==> config.mk <==
export PLATFORM = sky130hd
export DESIGN_NAME = slsmon_top
export DESIGN_NICKNAME = d
export VERILOG_FILES = /design/src/rtl/slsmon_pkg.sv /design/src/rtl/slsmon_lvl_sync.sv /design/src/rtl/slsmon_top.sv
export SDC_FILE = /design/constraint.sdc
export NUM_CORES = 1
export LEC_CHECK = 0
export BUFFER_PORTS_ARGS = -buffer_cell sky130_fd_sc_hd__buf_2
export CORE_ASPECT_RATIO = 0.6
export CORE_MARGIN = 4
export CORE_UTILIZATION = 24
export CTS_CLUSTER_SIZE = 40
export DETAILED_ROUTE_END_ITERATION = 8
export HOLD_SLACK_MARGIN = 0.12
export PLACE_DENSITY_LB_ADDON = 0.15
export SLEW_MARGIN = 20
export SYNTH_ARGS = -nofsm -noshare
export SYNTH_HDL_FRONTEND = slang
export SYNTH_SLANG_ARGS = --single-unit
==> constraint.sdc <==
create_clock -name i_mclk -period 20.6 [get_ports i_mclk]
set_input_delay 1.03 -clock i_mclk [delete_from_list [all_inputs] [get_ports i_mclk]]
set_output_delay 1.03 -clock i_mclk [all_outputs]
set_load 0.02 [all_outputs]
==> src/rtl/slsmon_pkg.sv <==
// Package: constants and types for the safe limited speed monitor
package slsmon_pkg;
  // Levels and data widths
  localparam int SLSMON_LEVELS = 4;
  localparam int SLSMON_VEL_W = 16;
  localparam int SLSMON_RAMP_W = 24;
  // Response bound, in microseconds, and the derived cycle budget
  localparam int SLSMON_CLK_MHZ = 200;
  localparam int SLSMON_RESP_US = 10000;
  localparam int SLSMON_RESP_CYC = SLSMON_RESP_US * SLSMON_CLK_MHZ;
  // Register offsets (byte addresses)
  localparam logic [7:0] SLSMON_A_CTRL = 8'h00;
  localparam logic [7:0] SLSMON_A_LIM0 = 8'h04;
  localparam logic [7:0] SLSMON_A_RAMP = 8'h14;
  localparam logic [7:0] SLSMON_A_REACT = 8'h18;
  localparam logic [7:0] SLSMON_A_STAT = 8'h1c;
  localparam logic [7:0] SLSMON_A_IRQ_ST = 8'h20;
  localparam logic [7:0] SLSMON_A_IRQ_CLR = 8'h24;
  localparam logic [7:0] SLSMON_A_IRQ_EN = 8'h28;
  // Field positions
  localparam int SLSMON_SW_ACTIVE = 4;
  localparam int SLSMON_SW_SEL_LO = 9;
  localparam int SLSMON_SW_SEL_HI = 10;
  // Reset values
  localparam logic [SLSMON_VEL_W-1:0] SLSMON_LIM_RST = 16'hffff;
  localparam logic [SLSMON_RAMP_W-1:0] SLSMON_RAMP_RST = 24'h000010;
  localparam logic [7:0] SLSMON_REACT_RST = 8'h00;
  localparam logic [1:0] SLSMON_LVL_RST = 2'h0;
  // Fault reaction codes
  typedef enum logic [1:0] {
    SLSMON_TORQUE_REMOVAL = 2'h0,
    SLSMON_STOP_CAT_ONE = 2'h1,
    SLSMON_STOP_CAT_TWO = 2'h2,
    SLSMON_OP_STOP_HOLD = 2'h3
  } slsmon_react_t;
  // Supervision state machine
  typedef enum logic [2:0] {
    SLSMON_IDLE = 3'b001,
    SLSMON_RAMP = 3'b010,
    SLSMON_MON = 3'b100
  } slsmon_state_t;
endpackage

==> src/rtl/slsmon_lvl_sync.sv <==
// Two-stage synchroniser for one pin bit
`timescale 1ns/1ps
`default_nettype none
module slsmon_lvl_sync (
  // Clock and reset
  input wire logic i_mclk,
  input wire logic i_srst,
  // Pin and synchronised level
  input wire logic i_pin,
  output logic o_lvl
);
  logic meta_q;
  // First stage feeds only the second
  always_ff @(posedge i_mclk) begin
    if (i_srst) begin
      meta_q <= 1'b0;
      o_lvl <= 1'b0;
    end else begin
      meta_q <= i_pin;
      o_lvl <= meta_q;
    end
  end
endmodule // slsmon_lvl_sync
`default_nettype wire

==> src/rtl/slsmon_top.sv <==
// Safe limited speed monitor: request merge, ramp delay, speed check
//
// Contract
// - Either fieldbus or input request activates
// - Four levels, each with own limit
// - Per-level fault reaction, applied for monitored level
// - Concurrent requests: lowest limit wins
// - Respond to requests within ten milliseconds; activation waits the full ramp count, not capped at SLSMON_RESP_CYC
// - Lowering waits configured ramp-down time
// - Raising limit applies immediately
// - Active: over-speed triggers configured reaction
// - Deactivate only when all sources inactive
// - Reactions: torque removal, stop one, two, hold
// - Status word reports level in two bits
// - Safe output driven when any level active
`timescale 1ns/1ps
`default_nettype none
module slsmon_top
  import slsmon_pkg::*;
(
  // Clock and reset
  input wire logic i_mclk,
  input wire logic i_srst,
  // Request sources
  input wire logic [3:0] i_bus_req,
  input wire logic [3:0] i_pin_req,
  input wire logic [3:0] i_int_req,
  // Measured safe velocity, magnitude
  input wire logic [15:0] i_safe_vel,
  // Register port
  input wire logic [7:0] i_addr,
  input wire logic [31:0] i_wdata,
  input wire logic i_wr,
  input wire logic i_rd,
  output logic [31:0] o_rdata,
  // Status and reactions
  output logic [15:0] o_status_word,
  output logic o_safe_out,
  output logic o_torque_removal,
  output logic o_stop_one,
  output logic o_stop_two,
  output logic o_op_stop_hold,
  output logic o_irq
);
  // ****************************************************************
  // Registers
  // ****************************************************************
  logic [15:0] lim_q [SLSMON_LEVELS];
  logic [23:0] ramp_q;
  logic [7:0] react_q;
  logic safe_out_en_q;
  logic [2:0] irq_st_q;
  logic [2:0] irq_en_q;
  logic [3:0] pin_sync;
  slsmon_state_t state_q;
  logic [1:0] lvl_q;
  logic [1:0] tgt_q;
  logic [23:0] cnt_q;
  logic fault_q;
  logic [1:0] fault_react_q;
  logic [1:0] enf_lvl_q;
  logic hold_q;

  // Digital inputs come from pins, so synchronise each bit
  genvar gi;
  generate
    for (gi = 0; gi < SLSMON_LEVELS; gi++) begin : g_sync
      slsmon_lvl_sync u_sync (
        .i_mclk(i_mclk),
        .i_srst(i_srst),
        .i_pin(i_pin_req[gi]),
        .o_lvl(pin_sync[gi])
      );
    end
  endgenerate

  // ****************************************************************
  // Request merge and level choice
  // ****************************************************************
  logic [3:0] req;
  logic any_req;
  logic [1:0] pick;
  // Any source raises a level request
  assign req = i_bus_req | pin_sync | i_int_req;
  assign any_req = |req;

  // Lowest configured limit among requested levels
  always_comb begin
    pick = 2'h0;
    for (int k = SLSMON_LEVELS - 1; k >= 0; k--) begin
      if (req[k] && (!req[pick] || lim_q[k] <= lim_q[pick])) begin
        pick = 2'(k);
      end
    end
  end

  // ****************************************************************
  // Register writes
  // ****************************************************************
  always_ff @(posedge i_mclk) begin
    if (i_srst) begin
      for (int k = 0; k < SLSMON_LEVELS; k++) begin
        lim_q[k] <= SLSMON_LIM_RST;
      end
      ramp_q <= SLSMON_RAMP_RST;
      react_q <= SLSMON_REACT_RST;
      safe_out_en_q <= 1'b0;
      irq_en_q <= 3'h0;
    end else if (i_wr) begin
      case (i_addr)
        SLSMON_A_CTRL: safe_out_en_q <= i_wdata[0];
        SLSMON_A_RAMP: ramp_q <= i_wdata[23:0];
        SLSMON_A_REACT: react_q <= i_wdata[7:0];
        SLSMON_A_IRQ_EN: irq_en_q <= i_wdata[2:0];
        default: begin
          for (int k = 0; k < SLSMON_LEVELS; k++) begin
            if (i_addr == SLSMON_A_LIM0 + 8'(4 * k)) begin
              lim_q[k] <= i_wdata[15:0];
            end
          end
        end
      endcase
    end
  end

  // ****************************************************************
  // Supervision state machine
  // ****************************************************************
  // A pick at or above the enforced limit needs no ramp; with nothing
  // enforced yet (start from idle) every pick has to ramp first
  logic up_ok;
  assign up_ok = hold_q && lim_q[pick] >= lim_q[enf_lvl_q];

  // Selected level follows at once; enforced level only when allowed
  always_ff @(posedge i_mclk) begin
    if (i_srst) begin
      state_q <= SLSMON_IDLE;
      lvl_q <= SLSMON_LVL_RST;
      tgt_q <= SLSMON_LVL_RST;
      enf_lvl_q <= SLSMON_LVL_RST;
      hold_q <= 1'b0;
      cnt_q <= 24'h0;
    end else begin
      case (state_q)
        SLSMON_IDLE: begin
          if (any_req) begin
            tgt_q <= pick;
            lvl_q <= pick;
            cnt_q <= ramp_q;
            state_q <= SLSMON_RAMP;
          end
        end
        SLSMON_RAMP: begin
          if (!any_req) begin
            hold_q <= 1'b0;
            state_q <= SLSMON_IDLE;
          end else if (pick != tgt_q && up_ok) begin
            tgt_q <= pick;
            lvl_q <= pick;
            enf_lvl_q <= pick;
            state_q <= SLSMON_MON;
          end else if (pick != tgt_q) begin
            tgt_q <= pick;
            lvl_q <= pick;
            cnt_q <= ramp_q;
          end else if (cnt_q <= 24'h1) begin
            enf_lvl_q <= tgt_q;
            hold_q <= 1'b1;
            state_q <= SLSMON_MON;
          end else begin
            cnt_q <= cnt_q - 24'h1;
          end
        end
        SLSMON_MON: begin
          if (!any_req) begin
            hold_q <= 1'b0;
            state_q <= SLSMON_IDLE;
          end else if (pick != lvl_q && up_ok) begin
            tgt_q <= pick;
            lvl_q <= pick;
            enf_lvl_q <= pick;
          end else if (pick != lvl_q) begin
            tgt_q <= pick;
            lvl_q <= pick;
            cnt_q <= ramp_q;
            state_q <= SLSMON_RAMP;
          end
        end
        default: begin
          hold_q <= 1'b0;
          state_q <= SLSMON_IDLE;
        end
      endcase
    end
  end

  // Old limit stays enforced through a lowering ramp
  logic checking;
  assign checking = hold_q;

  // ****************************************************************
  // Speed check and fault reaction
  // ****************************************************************
  // Fault latches until reset; a trip must not clear by itself
  always_ff @(posedge i_mclk) begin
    if (i_srst) begin
      fault_q <= 1'b0;
      fault_react_q <= 2'h0;
    end else if (!fault_q && checking &&
                 i_safe_vel > lim_q[enf_lvl_q]) begin
      fault_q <= 1'b1;
      fault_react_q <= react_q[2*enf_lvl_q +: 2];
    end
  end

  // Decode the latched reaction onto one output each
  always_ff @(posedge i_mclk) begin
    if (i_srst) begin
      o_torque_removal <= 1'b0;
      o_stop_one <= 1'b0;
      o_stop_two <= 1'b0;
      o_op_stop_hold <= 1'b0;
    end else begin
      o_torque_removal <= fault_q &&
        fault_react_q == SLSMON_TORQUE_REMOVAL;
      o_stop_one <= fault_q && fault_react_q == SLSMON_STOP_CAT_ONE;
      o_stop_two <= fault_q && fault_react_q == SLSMON_STOP_CAT_TWO;
      o_op_stop_hold <= fault_q && fault_react_q == SLSMON_OP_STOP_HOLD;
    end
  end

  // ****************************************************************
  // Status word, safe output
  // ****************************************************************
  always_ff @(posedge i_mclk) begin
    if (i_srst) begin
      o_status_word <= 16'h0;
      o_safe_out <= 1'b0;
    end else begin
      o_status_word <= 16'h0;
      o_status_word[SLSMON_SW_ACTIVE] <= hold_q;
      o_status_word[SLSMON_SW_SEL_LO] <= lvl_q[0];
      o_status_word[SLSMON_SW_SEL_HI] <= lvl_q[1];
      o_safe_out <= safe_out_en_q && hold_q;
    end
  end

  // ****************************************************************
  // Interrupts: request seen, monitoring active, fault
  // ****************************************************************
  logic [2:0] ev;
  logic mon_q;
  logic any_q;
  always_ff @(posedge i_mclk) begin
    if (i_srst) begin
      mon_q <= 1'b0;
      any_q <= 1'b0;
    end else begin
      mon_q <= hold_q;
      any_q <= any_req;
    end
  end
  assign ev = {fault_q & ~o_torque_removal & ~o_stop_one & ~o_stop_two &
               ~o_op_stop_hold, hold_q & ~mon_q,
               any_req & ~any_q};

  // Set wins over a clear in the same cycle
  always_ff @(posedge i_mclk) begin
    if (i_srst) begin
      irq_st_q <= 3'h0;
    end else begin
      irq_st_q <= (irq_st_q &
        ~((i_wr && i_addr == SLSMON_A_IRQ_CLR) ? i_wdata[2:0] : 3'h0))
        | ev;
    end
  end

  always_ff @(posedge i_mclk) begin
    if (i_srst) begin
      o_irq <= 1'b0;
    end else begin
      o_irq <= |(irq_st_q & irq_en_q);
    end
  end

  // ****************************************************************
  // Register reads
  // ****************************************************************
  always_ff @(posedge i_mclk) begin
    if (i_srst) begin
      o_rdata <= 32'h0;
    end else if (i_rd) begin
      o_rdata <= 32'h0;
      case (i_addr)
        SLSMON_A_CTRL: o_rdata <= {31'h0, safe_out_en_q};
        SLSMON_A_RAMP: o_rdata <= {8'h0, ramp_q};
        SLSMON_A_REACT: o_rdata <= {24'h0, react_q};
        SLSMON_A_STAT: o_rdata <= {22'h0, fault_q, fault_react_q,
                                   enf_lvl_q, lvl_q, state_q};
        SLSMON_A_IRQ_ST: o_rdata <= {29'h0, irq_st_q};
        SLSMON_A_IRQ_EN: o_rdata <= {29'h0, irq_en_q};
        default: begin
          for (int k = 0; k < SLSMON_LEVELS; k++) begin
            if (i_addr == SLSMON_A_LIM0 + 8'(4 * k)) begin
              o_rdata <= {16'h0, lim_q[k]};
            end
          end
        end
      endcase
    end else begin
      o_rdata <= 32'h0;
    end
  end

  // ****************************************************************
  // Checks
  // ****************************************************************
  // Response well inside ten milliseconds once ramp is short
  chk_req_starts: assert property (@(posedge i_mclk) disable iff (i_srst)
    $rose(any_req) && state_q == SLSMON_IDLE |=> state_q == SLSMON_RAMP)
    else $error("request not taken");
  chk_drop_idle: assert property (@(posedge i_mclk) disable iff (i_srst)
    !any_req && state_q != SLSMON_IDLE |=> state_q == SLSMON_IDLE)
    else $error("no release on idle sources");
  chk_pick_low: assert property (@(posedge i_mclk) disable iff (i_srst)
    any_req |-> req[pick])
    else $error("picked unrequested level");
  chk_fault_sticky: assert property (@(posedge i_mclk) disable iff (i_srst)
    fault_q |=> fault_q)
    else $error("fault dropped");
  chk_overspeed: assert property (@(posedge i_mclk) disable iff (i_srst)
    checking && !fault_q && i_safe_vel > lim_q[enf_lvl_q] |=> fault_q)
    else $error("overspeed missed");
  chk_react_out: assert property (@(posedge i_mclk) disable iff (i_srst)
    $rose(fault_q) |=> (o_torque_removal | o_stop_one | o_stop_two |
                        o_op_stop_hold))
    else $error("no reaction output");
  chk_sel_bits: assert property (@(posedge i_mclk) disable iff (i_srst)
    1'b1 |=> o_status_word[10:9] == $past(lvl_q))
    else $error("level code wrong");
  chk_safe_out: assert property (@(posedge i_mclk) disable iff (i_srst)
    o_safe_out |-> $past(hold_q))
    else $error("safe output without level");
  chk_raise_now: assert property (@(posedge i_mclk) disable iff (i_srst)
    state_q != SLSMON_IDLE && any_req && up_ok && pick != lvl_q
    |=> state_q == SLSMON_MON && enf_lvl_q == $past(pick))
    else $error("raised limit not applied at once");
endmodule // slsmon_top
`default_nettype wire

After elaboration in Yosys (flattened, before gate mapping):

Memory sizes are Yosys's and may differ from the RTL's. A register that Yosys moved wholly into a read port is not among the register bits.
Cells that the tools add are included.
Widths: inputs -> output; s select.

* bits in registers: 138
* ROM bits: 0
* latch bits: 0
* output and inout port bits: 54
* RAM bits: 64
* logic and storage cells: 226
* memories: 1

* reduce and logical (&&, ||, !) cells: 41
* magnitude comparators: 10
* $mul: 0
* multiplexer cells: 80
* eq/ne operators: 37
* div/mod/pow operators: 0
* bitwise logic cells: 24
* $add $sub $neg: 1
* shifts and indexed selects: 1

Memories
* lim_q: depth 4, bits a word 16, read ports 9, clocked after memory_dff 1, wr ports 4, RTL line slsmon_top.sv:48 `logic [15:0] lim_q [SLSMON_LEVELS];`

Operators with widths (count)
* $mux 24: 8
* $pmux 32 s6: 1
* $mux 32: 3
* $mux 16: 5
* $pmux 24 s3: 1
* $le 16x16->1: 4
* $eq 8x5->1 const B: 4
* $mux 2: 16
* $mux 1: 30
* $ne 3x3->1 const B: 10
* $mux 3: 9
* $eq 8x6->1 const B: 3
* $le 24x1->1 const B: 1
* $sub 24x1->24 const B: 1
* $eq 8x4->1 const B: 2
* $ge 16x16->1: 1
* $gt 16x16->1: 1
* $ne 2x2->1 const B: 8
* $logic_and 1x1->1: 14
* $reduce_and 6->1: 2
* $reduce_and 5->1: 2
* $lt 2x3->1 const B: 3
* $pmux 3 s3: 1
* $eq 8x3->1 const B: 1
* 29 further kinds: 63

Longest topological paths before layout:

Gate-level depths: netlist of run 1.
An unclocked memory read counts as a cell.

* word-level depth: 33
* gate-level depth with buffers: 58
* depth with buffers taken out: 46

By module:

From an unflattened synthesis of run 1, not the netlist that was laid out.

* cells, all modules: 1319
* area total of the unflattened synthesis: 12076.6 µm²

By module, submodules not included
* slsmon_top: cells an instance 1303, area an instance 11866.4 µm², times used 1
* slsmon_lvl_sync: cells an instance 4, area an instance 52.6 µm², times used 4

Least setup slack after synthesis of run 1:

No wires, ideal clock.

* path kind: input to register
* from: input port i_bus_req[3]
* to: register cnt_q[14]
* stages on the path: 48
* data arrival time: 11.071 ns
* path buffers: 12
* required time: 20.497 ns
* slack: 9.426 ns
* cell sequence: or3_4 -> o21ai_1 -> o41a_1 -> buf_2 -> buf_1 -> mux2i_1 -> ha_1 -> nand4_1 -> or3_1 -> a21oi_1 -> o41a_1 -> buf_2 -> buf_1 -> clkbuf_1 -> o21ai_0 -> ha_1 -> nor2b_1 -> o211ai_1 -> (+12 left out) -> and2_1 -> buf_2 -> nor2b_1 -> buf_2 -> a22oi_1 -> o21ai_0 -> ha_1 -> a21o_1 -> a21o_1 -> a21oi_1 -> nand2_1 -> o21ai_1 -> o211ai_1 -> o31ai_1 -> or2_1 -> buf_4 -> nor2_1 -> a2111oi_2

* longest elaborated chain between the ends: 28
* elaborated cells between the ends (all ways): 43
* classes of those cells: order compare: 4; eq/ne: 8; mux: 14; bitwise: 2; reduce/logical: 14; memory: 1

Ends and longest elaborated chain
* start: declaration: RTL line slsmon_top.sv:25 `input wire logic [3:0] i_bus_req,`
* $or 4x4->4 (*) (2 in series): RTL line slsmon_top.sv:84 `assign req = i_bus_req | pin_sync | i_int_req;`
* parallel branches: the longest is 26 deep, another holds $mem_v2 4x16
* end signal: assignment: RTL line slsmon_top.sv:149 `cnt_q <= ramp_q;`
* end signal: assignment: RTL line slsmon_top.sv:171 `cnt_q <= cnt_q - 24'h1;`
* end signal: assignment: RTL line slsmon_top.sv:185 `cnt_q <= ramp_q;`
* end: declaration: RTL line slsmon_top.sv:58 `logic [23:0] cnt_q;`

Mark *: on every way between the ends. The select of a mux whose other input is x is not followed.
A chain may end at the register's enable or synchronous reset.

==> impl_results.md, run 1 <==
- PD cells: 89.3 nW/um2
- Layout Utilization: 27.9%
- Later-pin clock latency in the skew report: 0.46 ns
- Total routed wirelength: 47700 um
- Pin count of the biggest net entering global routing: 69
- Register-to-Register Path Depth: 44
- Final setup fails: 0
- Slew Limit Fails: 0
- Drt pass-1 iters: 6
- Arrival @ worst endpoint: 14.46 ns
- Yosys warns: 0
- CTS clk-pin slew, worst paths: 0.08 ns
- Hold path cells: 1
- Mapped Area: 11800 um2
- Max Freq: 70.9 MHz
- Vias in the first global route: 10068
- Post-CTS setup buffer count: 0
- Avg WL per Cell: 23.4 um
- Dominant cells by area after synthesis: dfxtp_1, edfxtp_1, ha_1
- Post-synth EDFFs: 64
- Minimum clock period after layout: 14.10 ns
- TNS Setup: 0 ns
- Top-area cell type share of the netlist area: 20.0%
- CP peak stage delay: 0.93 ns
- Outcome: complete, no violations
- Yosys top cell by area: dfxtp_1
- Synth Flop Type: dfxtp_1
- Vias/cell: 5.29
- Hold/Removal Path Class: reg -> reg
- Final hold vios: 0
- Clock sink total: 182
- # port buffers: 96
- Cell Area, Placed: 12800 um2
- Reg2Reg Setup Slack: 6.50 ns
- First-pass GRT wire length: 69200 um
- Final instance area: 13400 um2
- Register area share after synthesis: 36.3%
- Crit start category: register
- Aggregate global routing overflow: 0
- Ys async rst share: 0%
- Die area: 52900 um2
- CTS tree: built
- VDD IR max: 0.0443 mV
- Worst R2R Start: lim_q[0][15]$_SDFFCE_PN1P_
- # IOs: 126
- Most used cell, CP: ha_1
- Via count: 10790
- Hold path endpoint: g_sync[0].u_sync.o_lvl$_SDFF_PP0_
- Crit-path max FO: 57
- Fraction of layout cells with a size suffix above 1: 14.8%
- Number of diodes: 0
- Period Utilization, post-route: 68.4%
- Layout-stage area growth over the synthesis result: 14.0%
- Worst-case clock buffer depth: 2
- Unrepaired setup endpoints after global routing: no
- DRT iter0 DRCs: 1163
- Max Cap Violations: 0
- Yosys reg bits: 182
- Placed Cells: 2009
- P_leak: 0.00498 uW
- DRC: 0
- Num CTS Buffers: 17
- Worst slew pin tran: 1.08 ns
- Worst EP required: 20.96 ns
- Final non-filler cell total: 2041
- Worst setup EP type: register
- Final ANT Viol Nets: 0
- Gr usage total: 17.6%
- Worst setup margin: 6.50 ns
- PostCTS Resize Cnt: 0
- Pre-CTS setup slack: 6.59 ns
- CTS root buffer: clkbuf_16
- Hpwl dp: 35900 um
- Cell variety after synth: 71
- Setup Skew: 0.0212 ns
- Row count: 62
- H-tree Lvls: 4
- Cells after Synth: 1334
- Rel. slew slack: 26.8%
- Hold_sp: g_sync[0].u_sync.meta_q$_SDFF_PP0_
- Die height: 180 um
- Initial antenna violation count: 5
- Fin nets: 1558
- RePlAce Congestion: 0.893
- Die W: 294 um
- Initial Utilization: 24.5%
- FF-to-FF End: cnt_q[13]$_SDFFE_PP0P_
- Mean Syn Cell Area: 8.84 um2
- Crit path kind: reg -> reg
- Slowest CP cell: nor2b_1
- Core area: 48200 um2
- Hold Buf Count CTS: 0
metrics by stage:
step,power [uW],hold slack (ns)
after global routing,1280,0.458
final,1200,0.440
after CTS,1200,0.447
after global placement,862,0.421
after floorplan,735,0.414
after detailed placement,866,0.425
logic make-up (layout without fill, tap and decap cells):
kind of cell / count (synthesis) / count (layout) / share of synthesized area [%]
other: 1 / 21 / 0.0318
DFF: 182 / 182 / 36.3
AOI/OAI and AO/OA: 384 / 384 / 21.2
and+or+nand+nor: 460 / 460 / 19.6
adders and majority gates: 98 / 98 / 10.4
muxes: 54 / 54 / 6.62
buffers and inverters: 155 / 202 / 5.83
placed cells by master (no fill, tap or decap), types with 5 or more instances in the layout:
master     netlist  routed
nand2_1        138     138
a21oi_1        126     126
dfxtp_1        118     117
ha_1            98      98
buf_2           10      95
nor2_1          79      74
or3_1           72      72
edfxtp_1        64      64
o21ai_0         61      61
inv_1           53      53
a22oi_1         46      46
nand3_1         35      35
nor3_1          28      28
mux2i_1         24      24
nand4_1         23      23
nor2b_1         22      22
buf_4           25      22
conb_1           1      21
a21o_1          19      19
mux4_2          18      18
a31oi_1         17      17
clkbuf_16        0      17
o221ai_1        16      16
o22ai_1         15      15
mux2_2          12      12
nand2b_1        11      11
o32ai_1         11      11
and2_1          10      10
o21ai_1          9       9
and3_1           9       9
a211oi_1         8       8
nor4_1           9       8
o211ai_1         7       7
a222oi_1         7       7
o21a_1           5       5
nor2_2           0       5
worst max-delay path, delay by kind of cell (launching register included):
family | cells | cell delay (ns)
AOI/OAI and AO/OA | 21 | 5.72
and+or+nand+nor | 12 | 4.46
adders and majority gates | 5 | 1.56
buffers and inverters | 5 | 1.37
DFF | 1 | 0.60
muxes | 1 | 0.17
Yosys cell counts (all sizes together), types with 7 or more instances:
| cell | number |
|---|---|
| a222oi | 7 |
| buf | 43 |
| ha | 98 |
| inv | 53 |
| o211ai | 8 |
| nor4 | 9 |
| a31oi | 19 |
| nand3 | 35 |
| clkbuf | 59 |
| a211oi | 8 |
| dfxtp | 118 |
| nor2b | 22 |
| and2 | 10 |
| o22ai | 15 |
| and3 | 9 |
| edfxtp | 64 |
| mux2 | 12 |
| o21ai | 72 |
| mux4 | 18 |
| or3 | 74 |
| nor2 | 79 |
| a22oi | 46 |
| nor3 | 29 |
| mux2i | 24 |
| nand2b | 11 |
| a21o | 19 |
| nand2 | 138 |
| o221ai | 16 |
| a21oi | 127 |
| nand4 | 23 |
| o32ai | 11 |
worst max path at each step:
stage / cells past startpoint / slack [ns] / to / startpoint
detailed placement: 44 / 6.59 / cnt_q[13]$_SDFFE_PP0P_ / lim_q[0][15]$_SDFFCE_PN1P_
global route: 44 / 5.49 / cnt_q[13]$_SDFFE_PP0P_ / lim_q[0][15]$_SDFFCE_PN1P_
CTS: 44 / 6.55 / cnt_q[13]$_SDFFE_PP0P_ / lim_q[0][15]$_SDFFCE_PN1P_
floorplan: 48 / 9.43 / cnt_q[14]$_SDFFE_PP0P_ / i_bus_req[3]
finish: 44 / 6.50 / cnt_q[13]$_SDFFE_PP0P_ / lim_q[0][15]$_SDFFCE_PN1P_
global placement: 44 / 6.76 / cnt_q[9]$_SDFFE_PP0P_ / lim_q[0][15]$_SDFFCE_PN1P_
metal layers:
metal | up-vias | wire length (um) | global-route usage (%)
met2 | 407 | 17500 | 22.1
met3 | 34 | 4490 | 4.30
met1 | 5256 | 25300 | 29.6
met4 | 12 | 393 | 2.63
met5 | - | 65 | 0
li1 | 5081 | - | -
layout make-up:
class	instances	area [um2]
Fill cell	5128	34700
Multi-Input combinational cell	1017	6930
Sequential cell	182	4290
Tap cell	640	801
Timing Repair Buffer	117	641
Clock buffer	18	429
Inverter	53	199
Clock inverter	14	155
where the power goes:
part           total, uW  internal [uW]  switching (uW)
Combinational        437            153             284
Clock                334            163             172
Sequential           429            390            39.3
registers in the layout (all words and copies together) (netlist names), 2 cells and up, named ones only:
name,cells
tgt_q,2
g_sync.u_sync.o_lvl,4
react_q,8
g_sync.u_sync.meta_q,4
o_status_word,3
fault_react_q,2
irq_en_q,3
o_rdata,24
cnt_q,24
lim_q,64
enf_lvl_q,2
state_q,3
irq_st_q,3
ramp_q,24
Note: power is estimated with default switching activity, not from simulation.
==> run 2: changes to the inputs <==
- clock period: 20.6 -> 11.9 ns (I/O delays scaled with it)
==> run 2 against run 1 <==
- sequential share of layout area decreased by 1.1 points
- die area unchanged
- first-iteration DRC count increased by 12%
- combinational power increased by 89%
- cell count increased by 2.6%
- global-route usage increased by 1.2 points
- sequential power increased by 72%
- highest routed layer unchanged
- final area increased by 3.5%
- register-to-register slack got worse by 5.9 ns
- via count increased by 3.7%
- worst setup slack got worse by 5.9 ns
- critical endpoint is now cnt_q[4]$_SDFFE_PP0P_
- largest cell class unchanged
- maximum frequency increased by 25%
==> impl_results.md, run 2 (synthesized netlist as in run 1, its figures left out) <==
- DRT iter0 DRCs: 1306
- Vias/cell: 5.34
- Worst-case clock buffer depth: 2
- CTS clk-pin slew, worst paths: 0.08 ns
- Pin count of the biggest net entering global routing: 65
- Later-pin clock latency in the skew report: 0.46 ns
- FF+latch area: 4280 um2
- Avg WL per Cell: 24.3 um
- Max Freq: 88.3 MHz
- Max Cap Violations: 0
- Vias in the first global route: 10450
- Setup Skew: 0.0260 ns
- Final setup fails: 0
- Slew Limit Fails: 0
- Period Utilization, post-route: 95.2%
- Minimum clock period after layout: 11.32 ns
- Crit-path max FO: 31
- Final ANT Viol Nets: 0
- Fraction of layout cells with a size suffix above 1: 18.1%
- Aggregate global routing overflow: 0
- Crit start category: register
- Area of the multi-input gates: 6970 um2
- RePlAce Congestion: 0.906
- VDD IR max: 0.0910 mV
- Hold Buf Count CTS: 0
- Via count: 11193
- Fin nets: 1612
- Placed Cells: 2059
- Crit path kind: reg -> reg
- Outcome: complete, no violations
- Slowest CP cell: or4_1
- Layout-stage area growth over the synthesis result: 17.9%
- Final non-filler cell total: 2095
- H-tree Lvls: 4
- TNS Setup: 0 ns
- # port buffers: 96
- First-pass GRT wire length: 73500 um
- Worst slew pin tran: 1.10 ns
- Max reg flops: 64
- Num CTS Buffers: 17
- PD cells: 155 nW/um2
- Gr usage total: 18.8%
- Most flops, register: lim_q
- Worst setup EP type: register
- Total routed wirelength: 50900 um
- CTS root buffer: clkbuf_16
- # IOs: 126
- Hpwl dp: 39500 um
- Most common cell after layout, fill and taps aside: nand2_1
- Arrival @ worst endpoint: 11.69 ns
- Drt pass-1 iters: 6
- Most frequent cells in the layout: nand2_1, a21oi_1, dfxtp_1, ha_1, buf_2
- DRC: 0
- Initial Utilization: 24.5%
- Final hold vios: 0
- Number of diodes: 0
- Layout Utilization: 28.9%
- CP peak stage delay: 0.68 ns
- Hold/Removal Path Class: in -> reg
- Die W: 294 um
- Core area: 48200 um2
- Pre-CTS setup slack: 0.0504 ns
- P_leak: 0.00526 uW
- Worst setup margin: 0.576 ns
- CTS tree: built
- Total power: 2150 uW
- Row count: 62
- Initial antenna violation count: 5
- Rel. slew slack: 26.2%
- Clock sink total: 182
- Die area: 52900 um2
- Worst EP required: 12.26 ns
- Die height: 180 um
- Fillers: 5114
==> run 2: changes by cell type in the layout (fill, tap and decap cells not counted), sizes merged <==
cell	previous run	this run
buf	117	170
o32a	1	2
==> run 2: final cells by class <==
class	instances	area share [%]
Inverter	53	1.43
Clock buffer	18	3.24
Clock inverter	14	1.12
Multi-Input combinational cell	1018	50.1
Timing Repair Buffer	170	7.56
Tap cell	640	5.76
Sequential cell	182	30.8
==> run 2: stage by stage <==
stage	area (um2)	hold slack (ns)
3_3_place_gp	13200	0.420
6_report	13900	0.360
5_1_grt	13900	0.354
3_5_place_dp	13200	0.423
4_1_cts	13800	0.334
2_1_floorplan	11900	0.414
==> run 2: path summary, 6_finish.rpt <==
kind                                                          from                                 end  slack, ns  depth (start not counted)
worst max-delay path                    lim_q[0][13]$_SDFFCE_PN1P_               cnt_q[4]$_SDFFE_PP0P_       0.58                         48
worst min-delay path                                  i_pin_req[2]  g_sync[2].u_sync.meta_q$_SDFF_PP0_       0.36                          2
worst max register to register          lim_q[0][13]$_SDFFCE_PN1P_               cnt_q[4]$_SDFFE_PP0P_       0.58                         48
worst min register to register  g_sync[3].u_sync.meta_q$_SDFF_PP0_   g_sync[3].u_sync.o_lvl$_SDFF_PP0_       0.44                          1
==> run 2: worst max-delay path: cells and delay by family (launching register included) <==
kind,cells,cell delay [ns]
buf+inv,7,1.33
simple gates,11,2.53
fa+ha+maj,5,1.56
flops,1,0.51
mux,1,0.28
compound gates,24,4.96
==> run 2: timing repair <==
item	4_1_cts	5_1_grt
pin swaps	0	2
endpoints found under the setup margin	1	29
resized for setup	1	10
gates cloned	0	1
setup buffers	0	3
==> run 2: layer usage <==
layer  up-vias  part of all wire, %  global-route usage, %
met5         -                 0.30                   1.63
met4         8                 0.79                   3.19
met3        37                   11                   6.18
met2       506                   35                   22.5
met1      5441                   53                   31.2
li1       5201                    -                      -
==> run 2: power by group <==
group | switching (uW) | internal, uW | leakage (uW) | total [uW]
clock | 291 | 294 | 0.000294 | 585
sequential | 62.2 | 675 | 0.00160 | 737
combinational | 523 | 306 | 0.00337 | 828
total | 876 | 1280 | 0.00526 | 2150
